File: src/hw/tsf_consts.svh
`ifndef TSF_CONSTS_SVH
`define TSF_CONSTS_SVH

// ----------------------------------------------------------------
// register map
// ----------------------------------------------------------------
`define TSF_ADDR_W              6
`define TSF_OFF_PRIMARY_STATUS  6'h07
`define TSF_OFF_FREQ_CTRL       6'h3c
`define TSF_OFF_FREQ_COUNT      6'h3d

// ----------------------------------------------------------------
// primary_status field positions
// ----------------------------------------------------------------
`define TSF_BIT_FREQ_OK         7
`define TSF_BIT_CRC_ZERO        6
`define TSF_BIT_CRC_DONE        5
`define TSF_BIT_ATTENTION       4
`define TSF_BIT_TIMER_ACTIVE    3
`define TSF_BIT_FIELD_PRESENT   2
`define TSF_BIT_NEARLY_FULL     1
`define TSF_BIT_NEARLY_EMPTY    0

// ----------------------------------------------------------------
// freq_ctrl fields and reset values
// ----------------------------------------------------------------
`define TSF_BIT_MEAS_EN         0
`define TSF_FREQ_CTRL_RESET     8'h01
`define TSF_STATUS_RESET        8'h42

// ----------------------------------------------------------------
// timing and frequency figures
// ----------------------------------------------------------------
`define TSF_CLK_MHZ             40
`define TSF_GATE_US             100
`define TSF_GATE_CYCLES         (`TSF_GATE_US * `TSF_CLK_MHZ)
`define TSF_FREQ_LO_MHZ         12
`define TSF_FREQ_HI_MHZ         15
`define TSF_RF_PRESCALE         16
`define TSF_FIFO_DEPTH          64

`endif

File: src/hw/tsf_pkg.sv
package tsf_pkg;

    // live flags, bit 7 first so the struct maps straight onto the register
    typedef struct packed {
        logic freq_ok;
        logic crc_zero;
        logic crc_done;
        logic attention;
        logic timer_active;
        logic field_present;
        logic nearly_full;
        logic nearly_empty;
    } tsf_status_t;

    typedef struct packed {
        logic [5:0] addr;
        logic [7:0] wdata;
        logic       wr;
        logic       rd;
    } tsf_bus_req_t;

    typedef enum logic [0:0] {
        TSF_FW_IDLE,
        TSF_FW_GATE
    } tsf_fw_state_t;

endpackage

File: src/hw/tsf_freq_window.sv
`timescale 1ns/1ps
`include "tsf_consts.svh"

module tsf_freq_window
    import tsf_pkg::*;
#(
    parameter int GATE_CYCLES = `TSF_GATE_CYCLES,
    parameter int COUNT_W     = 8
) (
    // clock and reset
    input  wire logic               clk,
    input  wire logic               arst_n,
    // control and prescaled rf ticks
    input  wire logic               enable,
    input  wire logic               rf_tick,
    // result
    output logic                    freq_ok,
    output logic [COUNT_W-1:0]      last_count
);

    localparam int GW = $clog2(GATE_CYCLES + 1);
    localparam logic [GW-1:0] GATE_LAST = GW'(GATE_CYCLES - 1);
    // bounds in tick units scaled by prescale, so the strict compares stay exact
    localparam int LO_SCALED = `TSF_FREQ_LO_MHZ * `TSF_GATE_US;
    localparam int HI_SCALED = `TSF_FREQ_HI_MHZ * `TSF_GATE_US;

    tsf_fw_state_t        state;
    logic [GW-1:0]        gate_cnt;
    logic [COUNT_W-1:0]   tick_cnt;
    logic [COUNT_W-1:0]   next_ticks;
    logic                 gate_end;
    int                   scaled;

    assign gate_end = (state == TSF_FW_GATE) && (gate_cnt == GATE_LAST);
    // saturate so a wild input cannot wrap into the good band
    assign next_ticks = (rf_tick && tick_cnt != '1) ? tick_cnt + 1'b1 : tick_cnt;
    assign scaled = int'(next_ticks) * `TSF_RF_PRESCALE;

    // ----------------------------------------------------------------
    // gate sequencer
    // ----------------------------------------------------------------
    always_ff @(posedge clk or negedge arst_n) begin
        if (!arst_n) begin
            state    <= TSF_FW_IDLE;
            gate_cnt <= '0;
        end else begin
            case (state)
                TSF_FW_IDLE: begin
                    gate_cnt <= '0;
                    if (enable) begin
                        state <= TSF_FW_GATE;
                    end
                end
                TSF_FW_GATE: begin
                    if (!enable) begin
                        state <= TSF_FW_IDLE;
                    end
                    gate_cnt <= gate_end ? '0 : gate_cnt + 1'b1;
                end
                default: begin
                    state <= TSF_FW_IDLE;
                end
            endcase
        end
    end

    // ----------------------------------------------------------------
    // tick counting
    // ----------------------------------------------------------------
    always_ff @(posedge clk or negedge arst_n) begin
        if (!arst_n) begin
            tick_cnt <= '0;
        end else if (state != TSF_FW_GATE || gate_end) begin
            tick_cnt <= '0;
        end else begin
            tick_cnt <= next_ticks;
        end
    end

    // ----------------------------------------------------------------
    // verdict, held between gates
    // ----------------------------------------------------------------
    always_ff @(posedge clk or negedge arst_n) begin
        if (!arst_n) begin
            freq_ok    <= 1'b0;
            last_count <= '0;
        end else if (!enable) begin
            freq_ok <= 1'b0;
        end else if (gate_end) begin
            last_count <= next_ticks;
            freq_ok    <= (scaled > LO_SCALED) && (scaled < HI_SCALED); // RULE_01
        end
    end

endmodule

File: src/hw/tsf_status.sv
`timescale 1ns/1ps
`include "tsf_consts.svh"

// What this block does
// RULE_01 - the frequency flag is set when the measured receive frequency lies strictly between 12 and 15 MHz.
// RULE_02 - in the 9-12 MHz and 15-19 MHz bands the frequency flag may read either value.
// RULE_03 - checksum_zero reads 1 for a zero checksum result, 0 while a calculation runs, 1 again on a good finish.
// RULE_04 - while a frame is sent or received checksum_zero has no meaning and software uses the error register.
// RULE_05 - checksum_done sets when a calculation started by the standalone checksum command finishes.
// RULE_06 - the attention flag reads 1 while any pending interrupt source has its enable set in either enable register.
// RULE_07 - timer_active reads 1 while the timer will decrement on its next tick.
// RULE_08 - in gated timer mode timer_active follows only the timer enable and ignores the gate.
// RULE_09 - field_present follows the field detector directly with no latching.
// RULE_10 - fifo_nearly_full reads 1 when 64 minus the fill count is at most the threshold.
// RULE_11 - fifo_nearly_empty reads 1 when the fill count is at most the threshold.
// RULE_12 - the status register resets with bits 6 and 1 at 1, bits 5, 4 and 2 at 0, bits 7, 3 and 0 free; bit 2 follows field_detect during reset.
// RULE_13 - the status register is read-only and writes to it have no effect.
module tsf_status
    import tsf_pkg::*;
#(
    parameter int PRI_IRQ_W = 7,
    parameter int SEC_IRQ_W = 5,
    parameter int CRC_W     = 16,
    parameter int FILL_W    = 7,
    parameter int THR_W     = 6,
    parameter int COUNT_W   = 8
) (
    // clock and reset
    input  wire logic                   clk,
    input  wire logic                   arst_n,
    // register port
    input  wire logic [`TSF_ADDR_W-1:0] reg_addr,
    input  wire logic [7:0]             reg_wdata,
    input  wire logic                   reg_wr,
    input  wire logic                   reg_rd,
    output logic      [7:0]             reg_rdata,
    // rf front end
    input  wire logic                   rf_tick,
    input  wire logic                   field_detect,
    // checksum unit
    input  wire logic                   crc_start,
    input  wire logic                   crc_by_command,
    input  wire logic                   crc_finish,
    input  wire logic [CRC_W-1:0]       crc_result,
    // interrupt aggregator
    input  wire logic [PRI_IRQ_W-1:0]   primary_irq_request,
    input  wire logic [PRI_IRQ_W-1:0]   primary_irq_enable,
    input  wire logic [SEC_IRQ_W-1:0]   secondary_irq_request,
    input  wire logic [SEC_IRQ_W-1:0]   secondary_irq_enable,
    // timer unit
    input  wire logic                   timer_enable,
    input  wire logic                   timer_gated_mode,
    input  wire logic                   timer_gate,
    input  wire logic                   timer_expired,
    // fifo level
    input  wire logic [FILL_W-1:0]      fifo_fill_count,
    input  wire logic [THR_W-1:0]       fifo_threshold,
    // live flags for the rest of the chip
    output tsf_status_t                 primary_status
);

    localparam logic [FILL_W:0] FIFO_DEPTH = (FILL_W+1)'(`TSF_FIFO_DEPTH);
    // a constant, so the async reset branches load nothing but constants
    localparam tsf_status_t status_reset = tsf_status_t'(`TSF_STATUS_RESET);

    tsf_bus_req_t       req;
    logic [7:0]         freq_ctrl;
    logic               meas_en;
    logic               freq_ok;
    logic [COUNT_W-1:0] freq_count;
    logic               crc_busy;
    logic               crc_cmd_run;
    logic               crc_zero;
    logic               crc_done;
    logic               attention;
    logic               timer_active;
    logic               nearly_full;
    logic               nearly_empty;
    logic [FILL_W:0]    free_slots;
    logic [7:0]         next_rdata;

    assign req.addr  = reg_addr;
    assign req.wdata = reg_wdata;
    assign req.wr    = reg_wr;
    assign req.rd    = reg_rd;
    assign meas_en = freq_ctrl[`TSF_BIT_MEAS_EN];

    // ----------------------------------------------------------------
    // frequency window
    // ----------------------------------------------------------------
    // flag is only a coarse gate count; near the band edges it can go either way
    tsf_freq_window #(
        .GATE_CYCLES (`TSF_GATE_CYCLES),
        .COUNT_W     (COUNT_W)
    ) i_tsf_freq_window (
        .clk        (clk),
        .arst_n     (arst_n),
        .enable     (meas_en),
        .rf_tick    (rf_tick),
        .freq_ok    (freq_ok),
        .last_count (freq_count)
    ); // RULE_01 RULE_02

    // ----------------------------------------------------------------
    // checksum tracking
    // ----------------------------------------------------------------
    always_ff @(posedge clk or negedge arst_n) begin
        if (!arst_n) begin
            crc_busy    <= 1'b0;
            crc_cmd_run <= 1'b0;
        end else if (crc_finish) begin
            crc_busy <= 1'b0;
        end else if (crc_start) begin
            crc_busy    <= 1'b1;
            crc_cmd_run <= crc_by_command;
        end
    end

    // no special case for frames: the value there is simply not meaningful
    always_ff @(posedge clk or negedge arst_n) begin
        if (!arst_n) begin
            crc_zero <= status_reset.crc_zero; // RULE_12
        end else if (crc_finish) begin
            crc_zero <= (crc_result == '0); // RULE_03
        end else if (crc_start || crc_busy) begin
            crc_zero <= 1'b0; // RULE_03 RULE_04
        end else begin
            crc_zero <= (crc_result == '0); // RULE_03
        end
    end

    // finish beats a new start in the same cycle so the event is kept
    always_ff @(posedge clk or negedge arst_n) begin
        if (!arst_n) begin
            crc_done <= status_reset.crc_done; // RULE_12
        end else if (crc_finish && crc_busy && crc_cmd_run) begin
            crc_done <= 1'b1; // RULE_05
        end else if (crc_start) begin
            crc_done <= 1'b0;
        end
    end

    // ----------------------------------------------------------------
    // attention and timer
    // ----------------------------------------------------------------
    always_ff @(posedge clk or negedge arst_n) begin
        if (!arst_n) begin
            attention <= status_reset.attention; // RULE_12
        end else begin
            attention <= |(primary_irq_request & primary_irq_enable)
                       | |(secondary_irq_request & secondary_irq_enable); // RULE_06
        end
    end

    // in gated mode the gate stalls counting but not this flag
    always_ff @(posedge clk or negedge arst_n) begin
        if (!arst_n) begin
            timer_active <= status_reset.timer_active; // RULE_12
        end else if (timer_gated_mode) begin
            timer_active <= timer_enable; // RULE_08
        end else begin
            timer_active <= timer_enable && !timer_expired && (timer_gate || !timer_gated_mode); // RULE_07
        end
    end

    // ----------------------------------------------------------------
    // fifo level compares
    // ----------------------------------------------------------------
    assign free_slots = FIFO_DEPTH - (FILL_W+1)'(fifo_fill_count);

    always_ff @(posedge clk or negedge arst_n) begin
        if (!arst_n) begin
            nearly_full  <= status_reset.nearly_full;  // RULE_12
            nearly_empty <= status_reset.nearly_empty; // RULE_12
        end else begin
            nearly_full  <= free_slots <= (FILL_W+1)'(fifo_threshold); // RULE_10
            nearly_empty <= (FILL_W+1)'(fifo_fill_count) <= (FILL_W+1)'(fifo_threshold); // RULE_11
        end
    end

    // ----------------------------------------------------------------
    // flag assembly
    // ----------------------------------------------------------------
    always_comb begin
        primary_status               = '0;
        primary_status.freq_ok       = freq_ok;
        primary_status.crc_zero      = crc_zero;
        primary_status.crc_done      = crc_done;
        primary_status.attention     = attention;
        primary_status.timer_active  = timer_active;
        primary_status.field_present = field_detect; // RULE_09
        primary_status.nearly_full   = nearly_full;
        primary_status.nearly_empty  = nearly_empty;
    end

    // ----------------------------------------------------------------
    // register writes
    // ----------------------------------------------------------------
    // status address falls through the decode, so a write there changes nothing
    always_ff @(posedge clk or negedge arst_n) begin
        if (!arst_n) begin
            freq_ctrl <= `TSF_FREQ_CTRL_RESET;
        end else if (req.wr && req.addr == `TSF_OFF_FREQ_CTRL) begin
            freq_ctrl <= {7'h00, req.wdata[`TSF_BIT_MEAS_EN]}; // RULE_13
        end
    end

    // ----------------------------------------------------------------
    // register reads
    // ----------------------------------------------------------------
    always_comb begin
        next_rdata = 8'h00;
        case (req.addr)
            `TSF_OFF_PRIMARY_STATUS: next_rdata = primary_status; // RULE_13
            `TSF_OFF_FREQ_CTRL:      next_rdata = freq_ctrl;
            `TSF_OFF_FREQ_COUNT:     next_rdata = 8'(freq_count);
            default:                 next_rdata = 8'h00;
        endcase
    end

    // data stand one cycle only, zero otherwise
    always_ff @(posedge clk or negedge arst_n) begin
        if (!arst_n) begin
            reg_rdata <= 8'h00;
        end else if (req.rd) begin
            reg_rdata <= next_rdata;
        end else begin
            reg_rdata <= 8'h00;
        end
    end

endmodule
File: config.mk
export PLATFORM = sky130hd
export DESIGN_NAME = tsf_status
export DESIGN_NICKNAME = d
export VERILOG_FILES = /design/src/hw/tsf_pkg.sv /design/src/hw/tsf_freq_window.sv /design/src/hw/tsf_status.sv
export VERILOG_INCLUDE_DIRS = /design/src /design/src/hw
export SDC_FILE = /design/constraint.sdc
export NUM_CORES = 1
export LEC_CHECK = 0
export BUFFER_PORTS_ARGS = -buffer_cell sky130_fd_sc_hd__buf_2
export CORE_ASPECT_RATIO = 0.5
export CORE_MARGIN = 8
export CORE_UTILIZATION = 49
export DETAILED_ROUTE_END_ITERATION = 10
export GPL_TIMING_DRIVEN = 0
export PLACE_DENSITY_LB_ADDON = 0.1
export SLEW_MARGIN = 20
export SYNTH_ARGS = -nofsm -noshare
export SYNTH_HDL_FRONTEND = slang
export SYNTH_SLANG_ARGS = --single-unit
File: constraint.sdc
create_clock -name clk -period 2.55 [get_ports clk]
set_clock_uncertainty 0.05 [all_clocks]
set_input_delay 0.51 -clock clk [delete_from_list [all_inputs] [get_ports clk]]
set_output_delay 0.51 -clock clk [all_outputs]
set_load 0.05 [all_outputs]
=== Word level (Yosys, flattened, before mapping) ===
Cells that the tools add are included.

* Magnitude comparators: 4
* Reduce and logical (&&, ||, !) cells: 20
* Add/subtract/negate cells: 3
* Muxes and demuxes: 16
* Bitwise gates (word level): 5
* Equal/unequal tests: 6

{| class="wikitable"
|+ Operators by type and width
! cell !! count
|-
| 8-bit 2-to-1 mux || 3
|-
| 12-bit one-hot mux with 2 select lines || 1
|-
| 8-bit one-hot mux with 3 select lines || 1
|-
| 16-bit zero test || 1
|-
| 12-bit by 1-bit adder with 12-bit output, second input constant || 1
|-
| 12-bit equality test, second input constant || 1
|-
| 6-bit equality test, second input constant || 2
|-
| 12-bit by 11-bit greater-than comparator with 1-bit output, second input constant || 1
|-
| 12-bit by 11-bit less-than comparator with 1-bit output, second input constant || 1
|-
| 12-bit 2-to-1 mux || 1
|-
| 1-bit 2-to-1 mux || 10
|-
| 8-bit by 1-bit adder with 8-bit output, second input constant || 1
|-
| 8-bit by 6-bit <= comparator with 1-bit output || 1
|-
| 1-bit logical AND || 8
|-
| 8-bit != test, second input constant || 1
|-
| 7-bit by 7-bit subtractor with 8-bit output, first input constant || 1
|-
| 7-bit bitwise AND || 1
|-
| 7-bit by 6-bit <= comparator with 1-bit output || 1
|-
| 7-bit OR reduction || 1
|-
| 6-bit by 3-bit equality test with 1-bit output, second input constant || 1
|-
| 5-bit bitwise AND || 1
|-
| 5-bit OR reduction || 1
|-
| 2-bit AND reduction || 2
|-
| 2-bit nonzero test || 2
|-
| other kinds (5) || 9
|}

* Flip-flop bits (word level): 47
* Input bits: 80

=== Logic depth before layout (Yosys ltp) ===
* Depth in word-level cells: 7
* Mapped depth: 9
* Depth with buffers taken out: 9

=== Hierarchy ===
From an unflattened synthesis, not the netlist that was laid out.

* Cell total of the unflattened synthesis: 254
* Area, all modules: 2,547.4 sq um

{| class="wikitable"
|+ Modules (own cells, without submodules)
! module !! times used !! area an instance (sq um) !! cells each
|-
| tsf_freq_window || 1 || 1,381.3 || 137
|-
| tsf_status || 1 || 1,166.1 || 117
|}

=== Least setup slack after synthesis ===
OpenSTA, ideal clock, no wires.

* Path type: input port to flip-flop
* Start: input fifo_fill_count[0]
* End: register nearly_full
* Library setup time: 0.067 ns
* Data arrival time: 1.819 ns
* Slack: 0.614 ns
* Cell stages on the path: 9
* Buffers on the path: 0
* Path through: inv_1 ha_1 ha_1 nor2b_1 o21a_1 o21a_1 o21ai_0 a21oi_1 nor2_1

* Longest elaborated chain between the ends: 2

{| class="wikitable"
|+ RTL lines
! element !! RTL line !! source
|-
| start, declared || tsf_status.sv:56 || <nowiki>input wire logic [FILL_W-1:0] fifo_fill_count,</nowiki>
|-
| 7-bit by 7-bit subtractor with 8-bit output || tsf_status.sv:169 || <nowiki>assign free_slots = FIFO_DEPTH - (FILL_W+1)'(fifo_fill_count);</nowiki>
|-
| 8-bit by 6-bit <= comparator with 1-bit output || tsf_status.sv:176 || <nowiki>nearly_full <= free_slots <= (FILL_W+1)'(fifo_threshold);</nowiki>
|-
| end signal, assigned || tsf_status.sv:173 || <nowiki>nearly_full <= status_reset.nearly_full;</nowiki>
|-
| end signal, assigned || tsf_status.sv:176 ||
|-
| end, declared || tsf_status.sv:77 || <nowiki>logic nearly_full;</nowiki>
|}

Every way passes these cells.
A chain may end at the register's enable or synchronous reset.

=== Worst setup path in the final report ===
* Start: register i_tsf_freq_window.tick_cnt[0]
* End: register i_tsf_freq_window.freq_ok

* Longest elaborated chain between the ends: 7

{| class="wikitable"
|+ RTL lines
! element !! RTL line !! source
|-
| start, declared || tsf_freq_window.sv:29 || <nowiki>logic [COUNT_W-1:0] tick_cnt;</nowiki>
|-
| start signal, assigned || tsf_freq_window.sv:76 || <nowiki>tick_cnt <= next_ticks;</nowiki>
|-
| branches (longest 2 deep; another with 8-bit by 1-bit adder with 8-bit output) || n/a ||
|-
| 8-bit 2-to-1 mux * || tsf_freq_window.sv:36 || <nowiki>assign next_ticks = (rf_tick && tick_cnt != '1) ? tick_cnt + 1'b1 : tick_cnt;</nowiki>
|-
| 12-bit by 11-bit greater-than comparator with 1-bit output / 12-bit by 11-bit less-than comparator with 1-bit output (equally long branches) || tsf_freq_window.sv:91 || <nowiki>freq_ok <= (scaled > LO_SCALED) && (scaled < HI_SCALED);</nowiki>
|-
| 1-bit logical AND * || tsf_freq_window.sv:91 ||
|-
| 1-bit 2-to-1 mux * || tsf_freq_window.sv:89 || <nowiki>end else if (gate_end) begin</nowiki>
|-
| 1-bit 2-to-1 mux * || tsf_freq_window.sv:87 || <nowiki>end else if (!enable) begin</nowiki>
|-
| end signal, assigned || tsf_freq_window.sv:91 ||
|-
| end, declared || tsf_freq_window.sv:17 || <nowiki>output logic freq_ok,</nowiki>
|}

Every way passes the cells marked *. The select of a mux whose other input is x is not followed.

==> results.md <==
* Outcome: finished, final reports clean
* Post-synthesis area per instance at 9.668 um2
* Hold Violations, Final at 0
* Post-Syn Area at 2552 um2
* Max Root-Sink Buffers at 2
* Most frequent cell after synthesis: dfrtp_1
* H-tree Lvls at 2
* Top cells by count, synth: dfrtp_1 (44), nor2_1 (29), nand2_1 (24)
* Met2 usage at 28.11%
* Max_cap viols at 0
* TritonCTS clock tree: built
* Initial antenna violation count at 0
* Yosys top cell by area: dfrtp_1
* Worst reg-to-reg path cell count at 7
* M3 GR Usage at 5.818%
* Vias in the first global route at 2348
* Final setup TNS at 0 ns
* Remaining DRCs at 0
* Die width at 118.1 um
* Peak Freq at 502.0 MHz
* Top Usage Layer GRT: met2
* Remaining Overflow, GRT at 0
* WP data required at 2.69 ns
* Core ar. at 4977 um2
* Min-delay worst type: primary input to asynchronous set/reset pin
* Post_cts resized at 0
* Final Critical Period at 1.992 ns
* Fin crit share at 78.11%
* Syn Inst Count at 264
* Leakage power at 1.557 nW
* Slew margin rel. at 41.77%
* Final setup fails at 0
* Slew @ Worst Pin at 0.8668 ns
* Chip height at 67.04 um
* Synth top area share at 43.14%
* Syn nets at 358
* # hold bufs at CTS at 0
* First-pass GRT wire length at 10350 um
* Port Buffer Count at 87
* Worst-path clk slew at 0.09 ns
* Setup bufs post-CTS at 0
* Yosys warns at 0
* CTS buffer count at 5
* Pwr dens at 496.2 nW/um2
* Io pins at 96
* Final net count at 452
* Share of post-route cells with drive strength above 1 at 33.15%
* Async SR Flop Fraction at 100.0%
* Diode count at 0
* First drt pass iteration count at 4
* Post-synth EDFFs at 0
* Synth unique cells at 45
* Clk Latency, worst-skew pair at 0.30 ns
* Die area at 7915 um2
* GRT Total Usage at 16.04%
* Place WS at 0.3047 ns
* Flop and latch count out of synthesis at 47
* Global placer's final weighted congestion at 0.8632
* Initial Util at 51.28%
* Crit Path Class: flip-flop to flip-flop
* Final HPWL DP at 5284 um
* Row count at 18
* Worst setup margin at 0.5581 ns
* Peak VDD IR at 308.8 uV
* CP startpoint kind: flip-flop
* Final ANT Viol Nets at 0
* Setup crit end kind: flip-flop
* Count of pins over their slew limit at 0
* Final Util at 64.20%
* Synthesis-to-finish area growth at 25.20%
* Post-synthesis sequential area ratio at 46.23%
* Worst Path Max Fanout at 4
* Number of DRC markers in iteration 0 at 100
* Drt total wl at 6338 um
* CTS Sinks at 47
* Vias per cell at 5.226
* M1 GR Usage at 18.35%
* Dpl cell area at 3075 um2
* RSZ-0062 raised after global routing: no
* CTS root buf: clkbuf_8
* DR vias at 2242
* Top cells by area, synth: dfrtp_1 (43%), ha_1 (6.9%), nor2_1 (4.3%)
* Routed len/inst at 14.77 um
* Final Cell Area at 3196 um2
* Ys flop type: dfrtp_1
* Crit path DAT at 2.13 ns
* Largest net degree at the start of global routing at 48
state kept, by name (all words and copies together), names as in the netlist:
signal / flops
crc_cmd_run: 1
reg_rdata: 8
attention: 1
crc_busy: 1
i_tsf_freq_window.tick_cnt: 8
crc_zero: 1
crc_done: 1
i_tsf_freq_window.last_count: 8
nearly_empty: 1
freq_ctrl: 1
i_tsf_freq_window.gate_cnt: 12
nearly_full: 1
i_tsf_freq_window.state: 1
i_tsf_freq_window.freq_ok: 1
timer_active: 1
worst paths after layout:
path / slack, ns / to / startpoint
max in group asynchronous: 1.88 / i_tsf_freq_window.last_count[3] / arst_n
worst min register to register: 0.39 / i_tsf_freq_window.state / freq_ctrl[0]
worst max register to register: 0.56 / i_tsf_freq_window.freq_ok / i_tsf_freq_window.tick_cnt[0]
worst min-delay path: 0.16 / i_tsf_freq_window.gate_cnt[7] / arst_n
min in group clk: 0.33 / timer_active / timer_expired
worst max-delay path: 0.56 / i_tsf_freq_window.freq_ok / i_tsf_freq_window.tick_cnt[0]
placed cells by master (no fill, tap or decap), types with 2 or more instances in the layout:
cell type	n
buf_2	88
dfrtp_1	44
nor2_1	29
nand2_1	24
o21ai_0	17
ha_1	14
nand3_1	13
inv_1	12
nor2b_1	10
buf_4	9
xor2_1	8
a22oi_1	8
xnor2_1	7
nand4_1	6
nor3_1	6
clkbuf_8	6
nor4_1	5
mux2_2	4
a21oi_1	4
nand3b_1	3
mux2i_1	3
and2_1	3
a22o_1	3
a221oi_1	3
dfstp_2	3
or2_2	2
clkbuf_1	2
o21a_1	2
a21o_1	2
layout make-up:
cell class	instances	area, um2
fillers	435	1782
multi-input cells	193	1250
flip-flops and latches	47	1180
repair buffers	87	437.9
well taps	70	87.58
clock buffers	6	82.58
plain buffers	12	77.57
inverters	12	45.04
clock inverters	2	35.03
where the power goes:
group          total, mW  switching (mW)  internal [mW]  leakage (nW)
clock              0.561           0.243          0.317        0.0612
sequential         0.784          0.0172          0.767         0.590
combinational      0.241           0.133          0.108         0.906
total               1.59           0.394           1.19          1.56
metal layers:
layer | routed length (um) | part of all wire (%)
met1 | 2775 | 44
met2 | 3065 | 48
met3 | 442 | 7.0
met4 | 55 | 0.87
met5 | 0 | 0
cell families (layout without fill, tap and decap cells):
kind of cell             after synthesis  after routing  synth area share [%]
flip-flops                            47             47                 46.23
adder cells (fa/ha/maj)               14             14                 6.863
buffers and inverters                 24            119                 4.804
multiplexers                           7              7                 2.941
AO/OA/AOI/OAI                         46             46                 11.62
XOR/XNOR                              15             15                 5.147
AND/OR/NAND/NOR                      111            111                 22.40
metrics by stage:
| stage | total power, mW | hold WS (ns) | cells |
|---|---|---|---|
| 3_3_place_gp | 1.032 | 0.3738 | 421 |
| 3_5_place_dp | 1.041 | 0.3832 | 421 |
| 6_report | 1.586 | 0.1568 | 429 |
| 4_1_cts | 1.601 | 0.3259 | 429 |
| 5_1_grt | 1.668 | 0.1914 | 429 |
| 2_1_floorplan | 0.9272 | 0.1644 | 264 |
critical path, cell delays in order, from the launching register on:
cell	delay, ns
dfrtp_1	0.41
ha_1	0.26
and4_2	0.20
nand3_1	0.07
o21ai_0	0.18
or4_1	0.56
nand2_1	0.08
o31ai_1	0.07
Note: power is estimated with default switching activity, not from simulation.
